===== src/hdl/bcd_pkg.sv =====
package bcd_pkg;
    localparam int unsigned BCD_SYNC_STAGES = 2;
    localparam logic [1:0]  BCD_SYNC_RESET  = 2'h3;
    localparam logic [4:0]  BCD_HIGH_ADDR_TAG = 5'h1e;

    typedef enum logic [1:0] {
        BCD_IDLE    = 2'h0,
        BCD_ACTIVE  = 2'h1,
        BCD_CLK_LOW = 2'h2
    } bcd_bus_t;

    typedef enum logic [1:0] {
        BCD_GEN_NONE  = 2'h0,
        BCD_GEN_START = 2'h1,
        BCD_GEN_STOP  = 2'h2
    } bcd_gen_t;
endpackage


===== src/hdl/bcd_sync.sv =====
`timescale 1ns/1ps
`default_nettype none
// Two-flop level synchroniser; only stage two is visible
module bcd_sync
    import bcd_pkg::*;
(
    input  wire logic i_mclk,
    input  wire logic i_srst,
    input  wire logic i_async,
    output logic      o_sync
);
    logic meta_r;
    logic sync_r;

    // Idle lines are high, so reset to high to avoid a phantom edge
    always_ff @(posedge i_mclk) begin
        if (i_srst) begin
            meta_r <= BCD_SYNC_RESET[0];
            sync_r <= BCD_SYNC_RESET[1];
        end else begin
            meta_r <= i_async;
            sync_r <= meta_r;
        end
    end

    assign o_sync = sync_r;
endmodule
`default_nettype wire


===== src/hdl/bcd_i2c_bus_condition_detect.sv =====
`timescale 1ns/1ps
`default_nettype none
module bcd_i2c_bus_condition_detect
    import bcd_pkg::*;
(
    input  wire logic       i_mclk,
    input  wire logic       i_srst,
    input  wire logic       i_scl,
    input  wire logic       i_sda,
    input  wire logic       i_gen_start,
    input  wire logic       i_gen_stop,
    input  wire logic       i_slave_mode,
    input  wire logic       i_mode_irq_on_cond,
    input  wire logic       i_start_detect_irq_enable,
    input  wire logic       i_stop_detect_irq_enable,
    input  wire logic       i_addr_ten_bit,
    input  wire logic       i_addr_byte_valid,
    input  wire logic [7:0] i_addr_byte,
    input  wire logic       i_high_match,
    input  wire logic       i_low_match,
    input  wire logic       i_stretch_release,
    output logic            o_sda_oe,
    output logic            o_scl_oe,
    output logic            o_start_det,
    output logic            o_stop_det,
    output logic            o_restart_det,
    output logic            o_bus_active,
    output logic            o_bus_collision,
    output logic            o_slave_reset,
    output logic            o_prior_match,
    output logic            o_tx_prepare,
    output logic            o_cond_irq
);
    logic     scl_s;
    logic     sda_s;
    logic     scl_d_r;
    logic     sda_d_r;
    logic     start_ev;
    logic     stop_ev;
    bcd_bus_t bus_r;
    bcd_gen_t gen_r;
    logic     sda_oe_r;
    logic     stretch_r;
    logic     bcol_r;
    logic     start_r;
    logic     stop_r;
    logic     restart_r;
    logic     prior_r;
    logic     high_read;

    // Line levels cross into i_mclk before any edge logic reads them
    bcd_sync u_scl_sync (.i_mclk(i_mclk), .i_srst(i_srst), .i_async(i_scl), .o_sync(scl_s));
    bcd_sync u_sda_sync (.i_mclk(i_mclk), .i_srst(i_srst), .i_async(i_sda), .o_sync(sda_s));

    // Delayed synchronised copies for edge finding
    always_ff @(posedge i_mclk) begin
        if (i_srst) begin
            scl_d_r <= 1'b1;
            sda_d_r <= 1'b1;
        end else begin
            scl_d_r <= scl_s;
            sda_d_r <= sda_s;
        end
    end

    // Conditions: data edge while clock stays high in both samples
    assign start_ev = sda_d_r && !sda_s && scl_d_r && scl_s;
    assign stop_ev  = !sda_d_r && sda_s && scl_d_r && scl_s;

    // Bus state; Stop only armed after a clock-low interval
    always_ff @(posedge i_mclk) begin
        if (i_srst) begin
            bus_r <= BCD_IDLE;
        end else if (start_ev) begin
            bus_r <= BCD_ACTIVE;
        end else begin
            unique case (bus_r)
                BCD_IDLE: begin
                    bus_r <= BCD_IDLE;
                end
                BCD_ACTIVE: begin
                    if (!scl_s) begin
                        bus_r <= BCD_CLK_LOW;
                    end
                end
                BCD_CLK_LOW: begin
                    if (stop_ev) begin
                        bus_r <= BCD_IDLE;
                    end
                end
                default: begin
                    bus_r <= BCD_IDLE;
                end
            endcase
        end
    end

    // Detect pulses; a Restart is a Start seen where a Stop would count
    always_ff @(posedge i_mclk) begin
        if (i_srst) begin
            start_r   <= 1'b0;
            stop_r    <= 1'b0;
            restart_r <= 1'b0;
        end else begin
            start_r   <= start_ev;
            stop_r    <= stop_ev && (bus_r == BCD_CLK_LOW);
            restart_r <= start_ev && (bus_r == BCD_CLK_LOW);
        end
    end

    // Master generation: drive data low for Start, release for Stop
    always_ff @(posedge i_mclk) begin
        if (i_srst) begin
            gen_r    <= BCD_GEN_NONE;
            sda_oe_r <= 1'b0;
            bcol_r   <= 1'b0;
        end else begin
            bcol_r <= 1'b0;
            unique case (gen_r)
                BCD_GEN_NONE: begin
                    if (i_gen_start) begin
                        gen_r <= BCD_GEN_START;
                    end else if (i_gen_stop) begin
                        gen_r <= BCD_GEN_STOP;
                        sda_oe_r <= 1'b1;
                    end
                end
                BCD_GEN_START: begin
                    // Line already low before we pull it: someone else owns it
                    if (!sda_s) begin
                        bcol_r <= 1'b1;
                    end else if (scl_s) begin
                        sda_oe_r <= 1'b1;
                    end
                    gen_r <= BCD_GEN_NONE;
                end
                BCD_GEN_STOP: begin
                    if (scl_s) begin
                        sda_oe_r <= 1'b0;
                        gen_r    <= BCD_GEN_NONE;
                    end
                end
                default: begin
                    gen_r <= BCD_GEN_NONE;
                end
            endcase
        end
    end

    // High address byte with read bit set, 10-bit mode only
    assign high_read = i_addr_ten_bit && i_addr_byte_valid && i_addr_byte[0]
                       && (i_addr_byte[7:3] == BCD_HIGH_ADDR_TAG);

    // Prior-match flag; a set beats any clear in the same cycle, but only sets while the flag is clear, so a repeat match with a clear drops it
    always_ff @(posedge i_mclk) begin
        if (i_srst) begin
            prior_r <= 1'b0;
        end else if (i_addr_ten_bit && i_addr_byte_valid && i_low_match && prior_r == 1'b0
                     && !i_addr_byte[0] && i_high_match) begin
            prior_r <= 1'b1;
        end else if (stop_r) begin
            prior_r <= 1'b0;
        end else if (i_addr_ten_bit && i_addr_byte_valid && (i_addr_byte[7:3] == BCD_HIGH_ADDR_TAG)
                     && (!i_high_match || !i_addr_byte[0])) begin
            prior_r <= 1'b0;
        end
    end

    // Clock stretch after a matched read request; held until firmware loads data or a Start is detected
    always_ff @(posedge i_mclk) begin
        if (i_srst || start_r) begin
            stretch_r <= 1'b0;
        end else if (high_read && prior_r && i_high_match && i_slave_mode) begin
            stretch_r <= 1'b1;
        end else if (i_stretch_release) begin
            stretch_r <= 1'b0;
        end
    end

    // Interrupt: the enables only add to slave modes lacking condition interrupts
    always_ff @(posedge i_mclk) begin
        if (i_srst) begin
            o_cond_irq <= 1'b0;
        end else if (i_mode_irq_on_cond) begin
            o_cond_irq <= start_r || stop_r;
        end else begin
            o_cond_irq <= i_slave_mode && ((start_r && i_start_detect_irq_enable)
                                           || (stop_r && i_stop_detect_irq_enable));
        end
    end

    assign o_sda_oe        = sda_oe_r;
    assign o_scl_oe        = stretch_r;
    assign o_start_det     = start_r;
    assign o_stop_det      = stop_r;
    assign o_restart_det   = restart_r;
    assign o_bus_active    = (bus_r != BCD_IDLE);
    assign o_bus_collision = bcol_r;
    assign o_slave_reset   = start_r;
    assign o_prior_match   = prior_r;
    assign o_tx_prepare    = stretch_r;
endmodule
`default_nettype wire


===== config.mk =====
export PLATFORM = sky130hd
export DESIGN_NAME = bcd_i2c_bus_condition_detect
export DESIGN_NICKNAME = d
export VERILOG_FILES = /design/src/hdl/bcd_pkg.sv /design/src/hdl/bcd_sync.sv /design/src/hdl/bcd_i2c_bus_condition_detect.sv
export SDC_FILE = /design/constraint.sdc
export NUM_CORES = 1
export LEC_CHECK = 0
export ABC_AREA = 1
export BUFFER_PORTS_ARGS = -buffer_cell sky130_fd_sc_hd__buf_2
export CAP_MARGIN = 20
export CORE_MARGIN = 4
export CORE_UTILIZATION = 47
export CTS_BUF_LIST = sky130_fd_sc_hd__clkbuf_8 sky130_fd_sc_hd__clkbuf_16
export DETAILED_ROUTE_END_ITERATION = 7
export PLACE_DENSITY = 0.92
export SLEW_MARGIN = 20
export SYNTH_ARGS = -nofsm -noshare
export SYNTH_HDL_FRONTEND = slang
export SYNTH_SLANG_ARGS = --single-unit

===== constraint.sdc =====
create_clock -name i_mclk -period 1.59 [get_ports i_mclk]
set_clock_uncertainty 0.15 [all_clocks]
set_input_delay 0.0795 -clock i_mclk [delete_from_list [all_inputs] [get_ports i_mclk]]
set_output_delay 0.0795 -clock i_mclk [all_outputs]
set_load 0.01 [all_outputs]

==> flow_summary.yaml <==
sta:
  worstMarginPinSlew_ns: 0.235
  rsz0062_at_grt: "false"
  post-route-min-period_ns: 1.43
  finalCritPeriodShare: 0.900
  fmax_mhz: 699
  setup_viol: 0
  finalMaxSlewViolations: 0
  tns_ns: 0
  slew-limit-headroom: 0.843
  hold_violations: 0
die:
  die_h_um: 47.7
  rows: 14
  dieArea_sq_um: 2280
  core-area_sq_um: 1510
  initial_core_util: 0.492
  die_w_um: 47.7
  pin_count: 34
worst_setup_path:
  r2r-start: "o_stop_det$_SDFF_PP0_"
  cp.arrival_ns: 1.42
  cpPeakStageDelay_ns: 0.55
  cpMostUsedCell: "dlygate4sd3_1"
  critical_path.startpoint: "i_mode_irq_on_cond"
  crit_type: "in -> reg"
  critPathMaxFanout: 1
  cp_num_buf_inv: 3
  worst_setup_path_start_kind: "primary input"
  endpoint_kind: "flop"
  path_delay_family: "buffers and inverters"
  path_cells: "dlygate4sd3_1, buf_2, o21ai_0, a21oi_1, dlygate4sd3_1"
  slowest_stage: "dlygate4sd3_1"
  crit_required_ns: 1.58
clock_tree:
  root_buffer: "clkbuf_8"
  cts_tree: "built"
  cts_max_level: 1
  clkTransAtPathRegs_ns: 0.06
  cts_made_buffers: 3
  clock_latency_ns: 0.25
  max-clock-path-buffers: 2
  cts_sinks: 18
routing:
  vias_per_cell: 4.80
  drtIter0Drc: 18
  wl_per_cell_um: 11.0
  wl_um: 1680
  via_count: 734
  dr.pass1.iters: 4
  detail-route-antenna-nets: 0
  remaining_drc_errors: 0
synth:
  syn_nets: 121
  synth_cell_type_count: 19
  syn_area_sq_um: 741
  yosys-top-cells-area: "dfxtp_1 49%, nand2_1 9.6%, inv_1 5.6%"
  ys_seq_area_frac: 0.486
  syn_area_per_cell_sq_um: 7.56
  netlist.area_leader.share: 0.486
  syn_inst: 98
  yosys_register_bits: 18
  ys_warn_count: 0
  synth_top_cell_by_area: "dfxtp_1"
pwr:
  vdd_drop_max_uv: 724
  p_leak_uw: 0.000516
  power_density_nw_per_um2: 867
grt:
  antenna_found_initial: 0
  grt_pass1_wl_um: 2700
  grt_pass1_vias: 682
  grt_max_degree: 15
  grt-ovfl-total: 0
  grt_usage: 0.169
worst_hold_path:
  hold_path_class: "in -> reg"
  hp-start: "i_srst"
cells_and_area:
  final_cells: 153
  nets: 162
  syn2layout_area_growth_pct: 37.3
  drive_gt1_frac: 0.358
  layout_commonest_cell: "buf_2"
  largest_registers: "bus_r (2), gen_r (2)"
  antenna_cells: 0
  final_cell_mix: "31 x buf_2, 19 x nand2_1, 18 x dfxtp_1"
  nFillCells: 110
placement:
  io_buffers: 31
  place_hpwl_um: 1200
  placed_cells: 142
  place.gp.congestion: 0.791
run:
  maxCapViolCount: 0
status:
  run_status: "finished, final reports clean"
## logic make-up after synthesis
family,after synthesis,share of synthesized area
AOI/OAI and AO/OA,9,0.0659
buffers and inverters,17,0.0980
DFF,18,0.486
and+or+nand+nor,54,0.350
## synthesized netlist by cell type (all sizes together)
| cell type | instances |
|---|---|
| nand2 | 23 |
| o21ai | 2 |
| a21oi | 7 |
| nand4 | 1 |
| inv | 14 |
| nor3 | 5 |
| dfxtp | 18 |
| nor2 | 11 |
| or2 | 6 |
| buf | 3 |
| nand3 | 8 |
## what timing repair did
action / 4_1_cts / 5_1_grt
endpoints found under the hold margin: 7 / 0
hold buffers: 8 / 0
resized for setup: 0 / 0
setup buffers: 0 / 0
endpoints found under the setup margin: 0 / 0
## layer usage
| metal | GRT usage | wire length [um] |
|---|---|---|
| met1 | 0.185 | 622 |
| met2 | 0.296 | 873 |
| met3 | 0.0451 | 103 |
| met4 | 0.0914 | 77 |
| met5 | 0 | 0 |
## where the power goes
group,internal (uW),total [uW],switching (uW)
clock,168,295,127
combinational,56.4,110,53.5
sequential,466,477,11.1
total,691,882,192
## worst paths after layout
kind,to,slack (ns),cells past startpoint
worst max-delay path,o_cond_irq$_SDFF_PP0_,0.16,5
worst min-delay path,o_slave_reset$_SDFF_PP0_,0.004,2
worst min register to register,u_sda_sync.o_sync$_SDFF_PP1_,0.26,1
worst max register to register,o_cond_irq$_SDFF_PP0_,0.19,5
## per-stage QoR
stage,power [uW],area [sq um],hold WS (ns),setup WS (ns),util
2_1_floorplan,542,741,0.0333,0.549,-
3_3_place_gp,576,896,0.112,0.511,0.595
3_5_place_dp,582,896,0.115,0.463,0.595
4_1_cts,886,1020,0.00225,0.171,0.675
5_1_grt,922,1020,0.0229,0.0830,0.675
6_report,882,1020,0.00380,0.159,0.675
## cell type report
type                       count  area, sq um  area share
tap                           16         20.0      0.0197
sequential                    18          360       0.354
timing repair buffer          39          235       0.231
multi-input combinational     63          308       0.303
inverter                      14         52.6      0.0517
clock buffer                   3         41.3      0.0406
Note: power is estimated with default switching activity, not from simulation.
